[config.mk]
export PLATFORM = sky130hd
export DESIGN_NAME = adc_ctrl
export DESIGN_NICKNAME = d
export VERILOG_FILES = /design/src/hw/adc_ctrl_pkg.sv /design/src/hw/adc_ctrl.sv
export VERILOG_INCLUDE_DIRS = /design/src /design/src/hw
export SDC_FILE = /design/constraint.sdc
export NUM_CORES = 1
export LEC_CHECK = 0
export BUFFER_PORTS_ARGS = -buffer_cell sky130_fd_sc_hd__buf_2
export CAP_MARGIN = 25
export CORE_UTILIZATION = 56
export CTS_BUF_LIST = sky130_fd_sc_hd__clkbuf_8
export DETAILED_ROUTE_END_ITERATION = 7
export PLACE_DENSITY = 0.82
export SYNTH_ARGS = -nofsm -noshare
export SYNTH_HDL_FRONTEND = slang
export SYNTH_SLANG_ARGS = --single-unit
[constraint.sdc]
create_clock -name mclk -period 2.6 [get_ports mclk]
set_input_delay 0.26 -clock mclk [delete_from_list [all_inputs] [get_ports mclk]]
set_output_delay 0.26 -clock mclk [all_outputs]
set_load 0.03 [all_outputs]
[src/hw/adc_ctrl_cfg.svh]
// Overview of operation
// - A set reference fault enable turns a rising reference fault flag into an interrupt when mask bit 0 is set.
// - A set end-of-scan enable turns a rising end-of-scan ready flag into an interrupt when mask bit 1 is set.
// - Override at one gates early interrupts by the early enables, at zero by the global enables.
// - Lead select n fires the data-ready interrupt n shared-core clocks before conversion end.
// - Divider value n gives a shared core clock period of 2n control clocks; zero is reserved.
// - Cores 0 and 1 take already synchronised triggers when their presync control is set.
// - Cores 0 to 4 sample synchronously on the first sample after idle when enabled.
// - Bits 11 and 7 of control two and bits 7 to 5 of trigger mode read as zero.
// - Each input's early ready flag is set on its early event and interrupts if enabled.
`ifndef ADC_CTRL_CFG_SVH
`define ADC_CTRL_CFG_SVH
`define ADR_CTRL2       4'h0
`define ADR_TRGMODE     4'h1
`define ADR_EIEN        4'h2
`define ADR_GIEN        4'h3
`define ADR_STATUS      4'h4
`define ADR_MASK        4'h5
`define ADR_EARLY_RDY   4'h6
`define CTRL2_MASK      32'h0000_777f
`define TRGMODE_MASK    32'h0000_031f
`define CTRL2_RESET     32'h0000_0001
`define BIT_REFIEN      14
`define BIT_EOS_EN      13
`define BIT_EIOVR       12
`define NUM_CORES       5
`define NUM_INPUTS      8
`endif

[src/hw/adc_ctrl_pkg.sv]
package adc_ctrl_pkg;
  typedef enum logic [1:0] {
    CONV_IDLE = 2'b01,
    CONV_RUN  = 2'b10
  } conv_state_type;
endpackage

[src/hw/adc_ctrl.sv]
// Implementation choices: the register addresses and the Wishbone interface to the registers.
`timescale 1ns/10ps
`default_nettype none
`include "adc_ctrl_cfg.svh"
module adc_ctrl #(
  parameter int CONV_CLOCKS = 14
) (
  input  wire logic        mclk,
  input  wire logic        rst_n,
  input  wire logic        wb_cyc_i,
  input  wire logic        wb_stb_i,
  input  wire logic        wb_we_i,
  input  wire logic [5:0]  wb_adr_i,
  input  wire logic [3:0]  wb_sel_i,
  input  wire logic [31:0] wb_dat_i,
  output logic      [31:0] wb_dat_o,
  output logic             wb_ack_o,
  input  wire logic        ref_fault_flag,
  input  wire logic        end_of_scan_ready_flag,
  input  wire logic        convStart,
  input  wire logic [7:0]  earlyEvent,
  input  wire logic [4:0]  triggerIn,
  input  wire logic [4:0]  coreIdle,
  output logic             shared_core_clock,
  output logic             sharedCoreTick,
  output logic             dataReadyIrq,
  output logic             earlyIrq,
  output logic [4:0]       coreTrigger,
  output logic [4:0]       syncSampleNow,
  output logic             irq
);
  logic [31:0] ctrl2_r, ctrl2_nxt, trg_r, trg_nxt;
  logic [7:0]  eien_r, eien_nxt, gien_r, gien_nxt;
  logic [7:0]  earlyRdy_r, earlyRdy_nxt;
  logic [1:0]  stat_r, stat_nxt, mask_r, mask_nxt;
  logic        ack_r, ack_nxt;
  logic [31:0] rdat_r, rdat_nxt;
  logic [6:0]  divCnt_r, divCnt_nxt, divLast_r;
  logic        sclk_r, sclk_nxt;
  logic [4:0]  convCnt_r, convCnt_nxt;
  logic        dri_r, dri_nxt;
  adc_ctrl_pkg::conv_state_type cst_r, cst_nxt;
  logic [4:0]  s1_r, s2_r, s3_r, trigD_r, idleD_r;
  logic [4:0]  trg_o_nxt, ss_nxt;
  logic        rfD_r, eosD_r;
  logic        wrAcc, rdAcc;
  logic [6:0]  divVal;
  logic [7:0]  gate;
  logic [4:0]  agreed;

  assign wrAcc = wb_cyc_i & wb_stb_i & wb_we_i & ~ack_r;
  assign rdAcc = wb_cyc_i & wb_stb_i & ~wb_we_i & ~ack_r;
  assign divVal = ctrl2_r[6:0];

  // Register bank and bus slave
  always_comb begin
    ctrl2_nxt = ctrl2_r;
    trg_nxt   = trg_r;
    eien_nxt  = eien_r;
    gien_nxt  = gien_r;
    mask_nxt  = mask_r;
    ack_nxt   = wb_cyc_i & wb_stb_i & ~ack_r;
    rdat_nxt  = rdat_r;
    // Events are or-ed in after the writes so a set beats a clear
    stat_nxt  = stat_r;
    earlyRdy_nxt = earlyRdy_r | earlyEvent;
    if (wrAcc && wb_sel_i == 4'hf) begin
      if (wb_adr_i[5:2] == `ADR_CTRL2) begin
        ctrl2_nxt = wb_dat_i & `CTRL2_MASK;
      end else if (wb_adr_i[5:2] == `ADR_TRGMODE) begin
        trg_nxt = wb_dat_i & `TRGMODE_MASK;
      end else if (wb_adr_i[5:2] == `ADR_EIEN) begin
        eien_nxt = wb_dat_i[7:0];
      end else if (wb_adr_i[5:2] == `ADR_GIEN) begin
        gien_nxt = wb_dat_i[7:0];
      end else if (wb_adr_i[5:2] == `ADR_STATUS) begin
        stat_nxt = stat_r & ~wb_dat_i[1:0];
      end else if (wb_adr_i[5:2] == `ADR_MASK) begin
        mask_nxt = wb_dat_i[1:0];
      end else if (wb_adr_i[5:2] == `ADR_EARLY_RDY) begin
        earlyRdy_nxt = (earlyRdy_r & ~wb_dat_i[7:0]) | earlyEvent;
      end
    end
    // Rising edges of the external flags become sticky events
    if (ctrl2_r[`BIT_REFIEN] && ref_fault_flag && !rfD_r) begin
      stat_nxt[0] = 1'b1;
    end
    if (ctrl2_r[`BIT_EOS_EN] && end_of_scan_ready_flag && !eosD_r) begin
      stat_nxt[1] = 1'b1;
    end
    if (rdAcc) begin
      if (wb_adr_i[5:2] == `ADR_CTRL2) begin
        rdat_nxt = ctrl2_r;
      end else if (wb_adr_i[5:2] == `ADR_TRGMODE) begin
        rdat_nxt = trg_r;
      end else if (wb_adr_i[5:2] == `ADR_EIEN) begin
        rdat_nxt = {24'h000000, eien_r};
      end else if (wb_adr_i[5:2] == `ADR_GIEN) begin
        rdat_nxt = {24'h000000, gien_r};
      end else if (wb_adr_i[5:2] == `ADR_STATUS) begin
        rdat_nxt = {30'h0, stat_r};
      end else if (wb_adr_i[5:2] == `ADR_MASK) begin
        rdat_nxt = {30'h0, mask_r};
      end else if (wb_adr_i[5:2] == `ADR_EARLY_RDY) begin
        rdat_nxt = {24'h000000, earlyRdy_r};
      end else begin
        rdat_nxt = 32'h00000000;
      end
    end
  end

  always_ff @(posedge mclk) begin
    if (!rst_n) begin
      ctrl2_r <= `CTRL2_RESET;
      trg_r   <= 32'h00000000;
      eien_r  <= 8'h00;
      gien_r  <= 8'h00;
      earlyRdy_r <= 8'h00;
      stat_r  <= 2'h0;
      mask_r  <= 2'h0;
      ack_r   <= 1'b0;
      rdat_r  <= 32'h00000000;
      rfD_r   <= 1'b0;
      eosD_r  <= 1'b0;
    end else begin
      ctrl2_r <= ctrl2_nxt;
      trg_r   <= trg_nxt;
      eien_r  <= eien_nxt;
      gien_r  <= gien_nxt;
      earlyRdy_r <= earlyRdy_nxt;
      stat_r  <= stat_nxt;
      mask_r  <= mask_nxt;
      ack_r   <= ack_nxt;
      rdat_r  <= rdat_nxt;
      rfD_r   <= ref_fault_flag;
      eosD_r  <= end_of_scan_ready_flag;
    end
  end

  // Registered ack costs a wait state but keeps decode off the bus path
  assign wb_ack_o = ack_r;
  assign wb_dat_o = rdat_r;

  // Early gating by override selection
  assign gate = ctrl2_r[`BIT_EIOVR] ? eien_r : gien_r;
  assign earlyIrq = |(earlyRdy_r & gate);
  // Early flags have no mask bit; their enables gate them instead
  assign irq = |(stat_r & mask_r) | earlyIrq;

  // Shared core clock: toggle every n control clocks
  always_comb begin
    divCnt_nxt = divCnt_r;
    sclk_nxt   = sclk_r;
    // Zero is reserved; hold the clock still rather than run wild
    if (divVal == 7'h00) begin
      divCnt_nxt = 7'h00;
    end else if (divVal != divLast_r) begin
      divCnt_nxt = 7'h00;
    end else if (divCnt_r + 7'h01 >= divVal) begin
      divCnt_nxt = 7'h00;
      sclk_nxt   = ~sclk_r;
    end else begin
      divCnt_nxt = divCnt_r + 7'h01;
    end
  end

  always_ff @(posedge mclk) begin
    if (!rst_n) begin
      divCnt_r  <= 7'h00;
      divLast_r <= 7'h00;
      sclk_r    <= 1'b0;
    end else begin
      divCnt_r  <= divCnt_nxt;
      divLast_r <= divVal;
      sclk_r    <= sclk_nxt;
    end
  end

  assign shared_core_clock = sclk_r;
  assign sharedCoreTick = sclk_nxt & ~sclk_r;

  // Conversion countdown in shared-core clocks; lead set by software
  always_comb begin
    cst_nxt     = cst_r;
    convCnt_nxt = convCnt_r;
    dri_nxt     = 1'b0;
    case (cst_r)
      adc_ctrl_pkg::CONV_IDLE: begin
        if (convStart) begin
          cst_nxt     = adc_ctrl_pkg::CONV_RUN;
          convCnt_nxt = 5'(CONV_CLOCKS);
        end
      end
      adc_ctrl_pkg::CONV_RUN: begin
        if (sharedCoreTick) begin
          convCnt_nxt = convCnt_r - 5'h01;
          if (convCnt_r == {2'b00, ctrl2_r[10:8]} + 5'h01) begin
            dri_nxt = 1'b1;
          end
          if (convCnt_r == 5'h01) begin
            cst_nxt = adc_ctrl_pkg::CONV_IDLE;
          end
        end
      end
      default: cst_nxt = adc_ctrl_pkg::CONV_IDLE;
    endcase
  end

  always_ff @(posedge mclk) begin
    if (!rst_n) begin
      cst_r     <= adc_ctrl_pkg::CONV_IDLE;
      convCnt_r <= 5'h00;
      dri_r     <= 1'b0;
    end else begin
      cst_r     <= cst_nxt;
      convCnt_r <= convCnt_nxt;
      dri_r     <= dri_nxt;
    end
  end

  assign dataReadyIrq = dri_r;

  // Per-core trigger path and first-sample sync
  genvar g;
  generate
    for (g = 0; g < `NUM_CORES; g++) begin : gCore
      // A change counts only once the two late stages agree
      assign agreed[g] = (s2_r[g] == s3_r[g]) ? s2_r[g] : trigD_r[g];
      if (g < 2) begin : gPre
        // Presync skips the chain; only safe for triggers on this clock
        assign trg_o_nxt[g] = trg_r[8+g] ? triggerIn[g] : agreed[g];
      end else begin : gSync
        assign trg_o_nxt[g] = agreed[g];
      end
      assign ss_nxt[g] = trg_r[g] & idleD_r[g] & trg_o_nxt[g];
    end
  endgenerate

  always_ff @(posedge mclk) begin
    if (!rst_n) begin
      s1_r    <= 5'h00;
      s2_r    <= 5'h00;
      s3_r    <= 5'h00;
      trigD_r <= 5'h00;
      idleD_r <= 5'h1f;
      syncSampleNow <= 5'h00;
    end else begin
      s1_r    <= triggerIn;
      s2_r    <= s1_r;
      s3_r    <= s2_r;
      trigD_r <= trg_o_nxt;
      idleD_r <= coreIdle;
      syncSampleNow <= ss_nxt;
    end
  end

  assign coreTrigger = trigD_r;

  a_ref_irq_gate: assert property (@(posedge mclk)
    disable iff (!rst_n)
    (!ctrl2_r[`BIT_REFIEN] && !stat_r[0]) |=> !stat_r[0])
    else $error("ref fault set while disabled");
  a_irq_level: assert property (@(posedge mclk)
    disable iff (!rst_n)
    ((stat_r & mask_r) != 2'h0) |-> irq)
    else $error("unmasked status without irq");
  a_eos_irq_set: assert property (@(posedge mclk)
    disable iff (!rst_n)
    (ctrl2_r[`BIT_EOS_EN] && end_of_scan_ready_flag && !eosD_r) |=> stat_r[1])
    else $error("eos flag not caught");
  a_early_gate_sel: assert property (@(posedge mclk)
    disable iff (!rst_n)
    earlyIrq == |(earlyRdy_r & (ctrl2_r[12] ? eien_r : gien_r)))
    else $error("early gate wrong");
  a_ready_lead: assert property (@(posedge mclk)
    disable iff (!rst_n)
    dataReadyIrq |-> convCnt_r == {2'b00, ctrl2_r[10:8]})
    else $error("ready lead wrong");
  a_div_half: assert property (@(posedge mclk)
    disable iff (!rst_n)
    (divVal == 7'h02 && $stable(divVal) && $changed(sclk_r))
      |=> divVal != 7'h02 or (!$changed(sclk_r) ##1 $changed(sclk_r)))
    else $error("divide by two period wrong");
  a_div_reload: assert property (@(posedge mclk)
    disable iff (!rst_n)
    $changed(divVal) |=> $stable(sclk_r))
    else $error("divider change did not restart");
  a_presync_path: assert property (@(posedge mclk)
    disable iff (!rst_n)
    trg_r[8] |=> coreTrigger[0] == $past(triggerIn[0]))
    else $error("presync path wrong");
  a_sync_core0: assert property (@(posedge mclk)
    disable iff (!rst_n)
    (!$past(trg_r[8]) && $rose(coreTrigger[0]))
      |-> $past(triggerIn[0], 3) && $past(triggerIn[0], 4))
    else $error("core 0 chain bypassed");
  a_sync_sample: assert property (@(posedge mclk)
    disable iff (!rst_n)
    !trg_r[2] |=> !syncSampleNow[2])
    else $error("sync sample while disabled");
  a_zero_bits: assert property (@(posedge mclk)
    disable iff (!rst_n)
    ctrl2_r[11] == 1'b0 && ctrl2_r[7] == 1'b0 && trg_r[7:5] == 3'h0)
    else $error("unused bits set");
  a_early_flag: assert property (@(posedge mclk)
    disable iff (!rst_n)
    earlyEvent[0] |=> earlyRdy_r[0])
    else $error("early flag lost");
  a_sync_chain: assert property (@(posedge mclk)
    disable iff (!rst_n)
    $rose(coreTrigger[2]) |-> $past(triggerIn[2], 3) && $past(triggerIn[2], 4))
    else $error("sync chain bypassed");
endmodule // adc_ctrl
`default_nettype wire

# Word level (Yosys, flattened, before mapping)
# Cells that the tools add are included.
totals:
  register_bits: 136
  latch_bits: 0
  ram_bits: 0
  rom_bits: 0
  in_bits: 68
  output_inout_bits: 48
  word_cells: 160
  n_memories: 0
classes:
  n_addsub: 3
  multipliers: 0
  div_mod_pow: 0
  magnitude_cmp: 1
  n_eq_ne: 28
  shift: 0
  muxes: 42
  bitwise_logic: 35
  reduce_logical: 27
op_table:
  columns: ["operator", "count"]
  rows:
  - ["$mux W8", 14]
  - ["$mux W2", 9]
  - ["$and A1 B1 Y1", 17]
  - ["$and A8 B8 Y8", 2]
  - ["$ne A2 B1 Y1 const B", 8]
  - ["$or A8 B8 Y8", 2]
  - ["$mux W15", 1]
  - ["$mux W1", 13]
  - ["$eq A4 B3 Y1 const B", 3]
  - ["$reduce_and A3 Y1", 4]
  - ["$reduce_and A6 Y1", 2]
  - ["$mux W10", 1]
  - ["$mux W5", 2]
  - ["$pmux W5 S2", 1]
  - ["$reduce_bool A2 Y1", 5]
  - ["$not A1 Y1", 9]
  - ["$eq A4 B2 Y1 const B", 2]
  - ["$not A8 Y8", 1]
  - ["$reduce_or A8 Y1", 1]
  - ["$add A7 B1 Y7 const B", 1]
  - ["$ge A7 B7 Y1", 1]
  - ["$logic_not A7 Y1", 1]
  - ["$ne A7 B7 Y1", 1]
  - ["$reduce_and A7 Y1", 1]
  - ["other kinds (22)", 34]

# Depth between registers and ports, before layout
# Gate-level depths: netlist of run 1.
logic_depth:
  depth_word: 11
  ltp_mapped: 10

# Worst setup path after synthesis of run 1
# Ideal clock, no wire load.
synth_path:
  kind: "reg2reg"
  startpoint: "register divCnt_r[0]"
  endpoint: "register sclk_r (netlist: shared_core_clock)"
  setup_time_ns: 0.060
  arrival_time_ns: 2.493
  path_slack_ns: 0.046
  path_stages_with_launch: 11
  n_path_buf: 0
  period_less_slack_ns: 2.554
  path_cell_list: "dfxtp_1 > ha_1 > nand2_1 > nor2_1 > xor2_1 > ha_1 > and2_1 > a221o_1 > a41oi_2 > nor3_1 > o21a_1"
synth_via:
  elab_chain_len: 5
synth_lines:
  columns: ["item", "line_no", "rtl"]
  rows:
  - ["start: declaration", "adc_ctrl.sv:38", "logic [6:0] divCnt_r, divCnt_nxt, divLast_r;"]
  - ["start signal: assignment", "adc_ctrl.sv:173", "divCnt_r <= divCnt_nxt;"]
  - ["$add A7 B1 Y7", "adc_ctrl.sv:159", "end else if (divCnt_r + 7'h01 >= divVal) begin"]
  - ["$ge A7 B7 Y1", "adc_ctrl.sv:159", null]
  - ["$mux W1", "adc_ctrl.sv:159", null]
  - ["$mux W1", "adc_ctrl.sv:157", "end else if (divVal != divLast_r) begin"]
  - ["$mux W1", "adc_ctrl.sv:155", "if (divVal == 7'h00) begin"]
  - ["end signal: assignment", "adc_ctrl.sv:175", "sclk_r <= sclk_nxt;"]
  - ["end: declaration", "adc_ctrl.sv:39", "logic sclk_r, sclk_nxt;"]
# No other way between the ends.
# A chain may end at the register's enable or synchronous reset.

# Worst setup path after layout of run 1
layout_path:
  startpoint: "register divCnt_r[0]"
  endpoint: "output sharedCoreTick"
layout_via:
  elab_chain_len: 6
layout_lines:
  columns: ["item", "line_no", "rtl"]
  rows:
  - ["$add A7 B1 Y7", "adc_ctrl.sv:159", null]
  - ["$ge A7 B7 Y1", "adc_ctrl.sv:159", null]
  - ["$mux W1", "adc_ctrl.sv:159", null]
  - ["$mux W1", "adc_ctrl.sv:157", null]
  - ["$mux W1", "adc_ctrl.sv:155", null]
  - ["$and A1 B1 Y1", "adc_ctrl.sv:180", "assign sharedCoreTick = sclk_nxt & ~sclk_r;"]
  - ["end: declaration", "adc_ctrl.sv:25", "output logic sharedCoreTick,"]
# No other way between the ends.

==> results.tsv, run 1 <==
metric	value	unit
globalplace.congestion	0.922	
holdBufCountCts	0	
clockPowerShare	0.444	
rsz0062_at_grt	yes	
place_inst	766	
crit_type	flop to primary output	
setup.worst_path.start	divCnt_r[0]	
grt_usage	0.272	
die_area	9840	um2
drtIter0Drc	358	
r2r_setup_slack	-170	ps
tightest_slew	520	ps
die_x	99.2	um
cts_max_level	4	
filler_cell_count	705	
max_freq	358	MHz
grt-ovfl-total	0	
finalCritPeriodShare	1.07	
timing.rr.start	divCnt_r[1]	
async_reset_ff_frac	0	
wl_met3	1.04	mm
areaGrowthSynthToFinish	17.9	%
drc	0	
first_global_vias	4426	
crit_path_end	sharedCoreTick	
drt_wl_total	13.4	mm
synth-edff-count	0	
cts_tree	built	
peakVddDrop	0.000605	V
antenna_found_initial	0	
path_clk_slew	70	ps
wl_met1	5.59	mm
synth_area_leader_cell	dfxtp_1	
wl_per_cell	16.6	um
cp_max_fo	3	
ys_types	60	
switching_share	0.245	
nets	762	
dp_hpwl	9.20	mm
synth_area	5290	um2
grt_pass1_wl	20.9	mm
pwr-share-comb	0.075	
end_kind	primary output	
finalPower	3890	uW
hold_path.class	primary input to flop	
p_int	2930	uW
status	finished with violations	
drive_gt1_frac	0.233	
whs	16.5	ps
fin_ws	-190	ps
io_buffers	77	
share_seq_of_total_power	0.481	
coreArea	9200	um2
relSlewSlack	0.653	
p_per_area	623	nW/um2
syn_area_per_cell	8.85	um2
required	2340	ps
cts_buffer_depth	2	
final_cells	806	
drtPass1Iterations	5	
netSwitchingPower	952	uW
synth_top_cells_by_area	dfxtp_1 45%, a21oi_1 6.0%, nand2_1 4.3%	
via_per_inst	5.98	
vias	4816	
yosysMostFrequentCell	dfxtp_1	
hold_viol	0	
r2r_end	cst_r[1]	
cts_inserted_buffers	17	
critPathLaunchType	flop	
synth_commonest_cells	118 x dfxtp_1, 63 x a21oi_1, 61 x nand2_1	
grt_max_degree	55	
top_layer_used	met4	
drv_cap	0	
pre_cts_slack	7.43	ps
diodes	0	
violations	setup timing	
synth-main-ff-cell	dfxtp_1	
setup_viol	3	
start_util	0.575	
period_needed	2790	ps
yosys_warnings	0	
cts_root_buffer	clkbuf_8	
syn_inst	598	
utilization	0.678	
clock_skew	8.22	ps
synth-seq-area-share	0.447	
synth_top_area_share	0.447	
crit_arrival	2530	ps
die_y	99.2	um
synth_seq_cells	118	
leakagePower	0.00259	uW
clock-sinks	118	
report.final.slew_viol_count	0	
ant_nets	0	
io_pins	116	
row_count	35	
reg2reg_depth	12	
clk-insertion-delay-late	430	ps
dr_wl_met2	6.44	mm
## power by group through the flow
stage | Combinational, uW | Sequential (uW) | Clock [uW]
after floorplan | 200 | 1910 | 0
after global placement | 274 | 1910 | 0
after detailed placement | 280 | 1910 | 0
after CTS | 284 | 1870 | 1740
after global routing | 313 | 1870 | 1830
final | 290 | 1870 | 1730
## layout make-up
class	instances	area, um2	area share
clock inverters	12	153	0.0245
multi-input cells	430	2670	0.428
clock buffers	19	262	0.0419
flip-flops and latches	118	2370	0.381
repair buffers	99	573	0.0919
well taps	111	139	0.0223
inverters	17	63.8	0.0102
## cells by family (layout without fill, tap and decap cells)
| family | Yosys count | in the layout | share of synthesized area |
|---|---|---|---|
| other cells | 1 | 18 | 0.000709 |
| buf+inv | 67 | 147 | 0.0676 |
| fa+ha+maj | 11 | 11 | 0.0260 |
| compound gates | 159 | 159 | 0.186 |
| xor+xnor | 15 | 15 | 0.0248 |
| simple gates | 208 | 208 | 0.211 |
| mux | 19 | 19 | 0.0378 |
| flops | 118 | 118 | 0.447 |
## placed cells by master (no fill, tap or decap), types with 8 or more instances in the layout
master	synthesis	final
a21boi_0	9	9
a21oi_1	63	63
and2_1	19	18
buf_2	1	76
buf_4	18	20
clkbuf_8	0	19
conb_1	1	18
dfxtp_1	118	112
ha_1	11	10
inv_1	16	17
mux2_2	8	8
mux2i_1	11	11
nand2_1	61	60
nand2b_1	8	8
nand3_1	30	29
nor2_1	29	28
nor2b_1	10	10
nor3_1	10	9
o21a_1	9	9
o21ai_0	37	36
xor2_1	12	12
## registers in the layout (all words and copies together), names as in the netlist, 7 cells and up
signal      cells
wb_dat_o       14
gien_r          8
divLast_r       7
ctrl2_r        13
trg_r           7
earlyRdy_r      8
eien_r          8
divCnt_r        7
## per-layer routing
layer | vias up | GRT usage
met5 | - | 0
met4 | 0 | 0.118
met3 | 32 | 0.0654
met2 | 225 | 0.452
met1 | 2313 | 0.337
li1 | 2246 | -
## worst max-delay path, stage by stage (launching register included)
cell	delay, ps
dfxtp_2	360
ha_4	150
nand2_2	60
nor2_2	90
xor2_1	190
ha_1	290
buf_6	130
a221o_1	360
a41oi_2	230
nor3_2	70
buf_4	180
## per-stage QoR
step                TNS, ps  instance area [um2]
floorplan                 0                 5350
finish                 -436                 6240
global placement          0                 5690
global route           -754                 6240
detailed placement        0                 5690
CTS                    -187                 6190
## repair_timing
| action | 4_1_cts | 5_1_grt |
|---|---|---|
| pin swaps | 10 | 7 |
| gates cloned | 0 | 0 |
| buffers inserted | 7 | 2 |
| setup endpoints to repair | 3 | 16 |
| gates resized for setup | 11 | 10 |
## worst min path at each step
stage           startpoint          to  slack, ps  cells after the start
4_1_cts        coreIdle[4]  idleD_r[4]          4                      2
3_5_place_dp       s1_r[1]     s2_r[1]        420                      1
2_1_floorplan  coreIdle[0]  idleD_r[0]        360                      1
3_3_place_gp       s1_r[0]     s2_r[0]        420                      1
6_report       coreIdle[4]  idleD_r[4]         20                      2
5_1_grt        coreIdle[2]  idleD_r[2]         20                      2
Note: power is estimated with default switching activity, not from simulation.
==> inputs of run 2 (changes only) <==
Settings changed: CORE_UTILIZATION 56 to 54, CTS_BUF_LIST sky130_fd_sc_hd__clkbuf_8 to unset, PLACE_DENSITY 0.82 to 0.79, REMOVE_ABC_BUFFERS set to 1, SETUP_SLACK_MARGIN set to 0.05.
==> run 2 against run 1 <==
- the run still ends with setup timing left
- critical path depth fell by 1
- non-clock buffer count rose by 29
- hold slack got worse by 11 ps
- highest routed layer unchanged
- die area rose by 3.6%
- routed wire length rose by 10%
- sequential share of layout area fell by 3.2 points
- first-iteration DRC count rose by 52%
==> results.tsv, run 2 (same netlist as run 1, synthesis figures left out) <==
metric	value	unit
multiInputGateArea	2730	um2
worst-path-stages	9	
clock-sinks	118	
setup.worst_path.start	divCnt_r[0]	
areaGrowthSynthToFinish	28.8	%
dp_hpwl	8.91	mm
reg2reg_depth	12	
grt-ovfl-total	0	
stdcell_area	6810	um2
antenna_found_initial	0	
vias	4975	
leakagePower	0.00285	uW
path_clk_slew	50	ps
clock_skew	9.07	ps
period_needed	2910	ps
row_count	35	
drt_wl_total	14.8	mm
grt_max_degree	33	
coreArea	9370	um2
setup_viol	5	
globalplace.congestion	0.897	
hold_viol	0	
die_y	101	um
fin_setup_tns	-589	ps
final_cells	853	
crit_slowest_cell	dfxtp_2	
final_cell_mix	112 x dfxtp_1, 76 x buf_2, 63 x a21oi_1, 60 x nand2_1, 36 x o21ai_0	
clk-insertion-delay-late	520	ps
ant_nets	0	
drv_cap	0	
drc	0	
drtIter0Drc	544	
critical_path.cell_chain	ha_4, nand3_2, xnor2_2, ha_1, a21o_1, a221o_1, a41oi_2, nor3_2, buf_4	
regArea	2370	um2
cts_tree	built	
wl_per_cell	17.3	um
drive_gt1_frac	0.242	
cts_max_level	4	
tightest_slew	886	ps
report.final.slew_viol_count	0	
crit_type	flop to primary output	
whs	5.37	ps
peakVddDrop	0.000458	V
max_freq	344	MHz
io_buffers	77	
drtPass1Iterations	5	
violations	setup timing	
p_per_area	694	nW/um2
status	finished with violations	
start_util	0.564	
hold_path.class	primary input to flop	
filler_cell_count	705	
diodes	0	
grt_pass1_wl	22.3	mm
via_per_inst	5.83	
cts_buffer_depth	2	
largest_reg_flops	14	
critPathLaunchType	flop	
r2r_setup_slack	-120	ps
finalPower	4720	uW
path_buf_inv	1	
relSlewSlack	0.409	
rsz0062_at_grt	yes	
io_pins	116	
die_area	10200	um2
layout_commonest_cell	dfxtp_1	
end_kind	primary output	
timing.rr.start	divCnt_r[0]	
first_global_vias	4641	
slowest_delay	360	ps
required	2340	ps
worstHoldStart	wb_dat_i[14]	
finalCritPeriodShare	1.12	
cts_inserted_buffers	17	
die_x	101	um
nets	791	
crit_path_end	sharedCoreTick	
cp_top_family	compound AO/OA/AOI/OAI gates	
crit_arrival	2650	ps
cp_max_fo	3	
cts_root_buffer	clkbuf_8	
fin_ws	-308	ps
postPlaceCellArea	5730	um2
place_inst	788	
r2r_end	convCnt_r[1]	
grt_usage	0.286	
run 2: where the power goes:
| group | total [uW] | internal (uW) | switching [uW] |
|---|---|---|---|
| combinational | 328 | 122 | 206 |
| sequential | 1870 | 1850 | 28.3 |
| clock | 2520 | 1720 | 804 |
| total | 4720 | 3690 | 1040 |
run 2: tightest hold or removal path, cell delays in order:
cell and delay, ps:
buf_2 100, nand3_1 60, a21oi_1 60
run 2: per-stage QoR:
stage	utilization	setup slack (ps)
6_report	0.727	-308
4_1_cts	0.712	-260
5_1_grt	0.727	-409
2_1_floorplan	-	46.3
3_3_place_gp	0.612	94.5
3_5_place_dp	0.612	-20.9
run 2: layer usage:
layer | track usage | part of all wire | vias to the layer above
met5 | 0 | 0 | -
met4 | 0.134 | 0.034 | 0
met3 | 0.0680 | 0.076 | 47
met2 | 0.480 | 0.49 | 283
met1 | 0.347 | 0.40 | 2347
li1 | - | - | 2298
run 2: worst min-delay path by stage:
stage	to	slack, ps	cells after the start
after global routing	ctrl2_r[14]	8	3
after global placement	s2_r[3]	420	1
after CTS	ctrl2_r[14]	6	3
after detailed placement	s2_r[4]	420	1
final	ctrl2_r[14]	5	3
after floorplan	idleD_r[0]	330	1
run 2: layout make-up:
class	instances	area share
sequential	118	0.349
clock buffer	22	0.0680
inverter	17	0.00937
clock inverter	9	0.0253
multi-input combinational	430	0.401
tap	129	0.0237
timing repair buffer	128	0.124
run 2: timing repair:
item,CTS,global route
resized for setup,12,23
hold endpoints to repair,24,0
buffers inserted,5,7
endpoints found under the setup margin,5,16
hold buffers,23,0
pin swaps,9,20
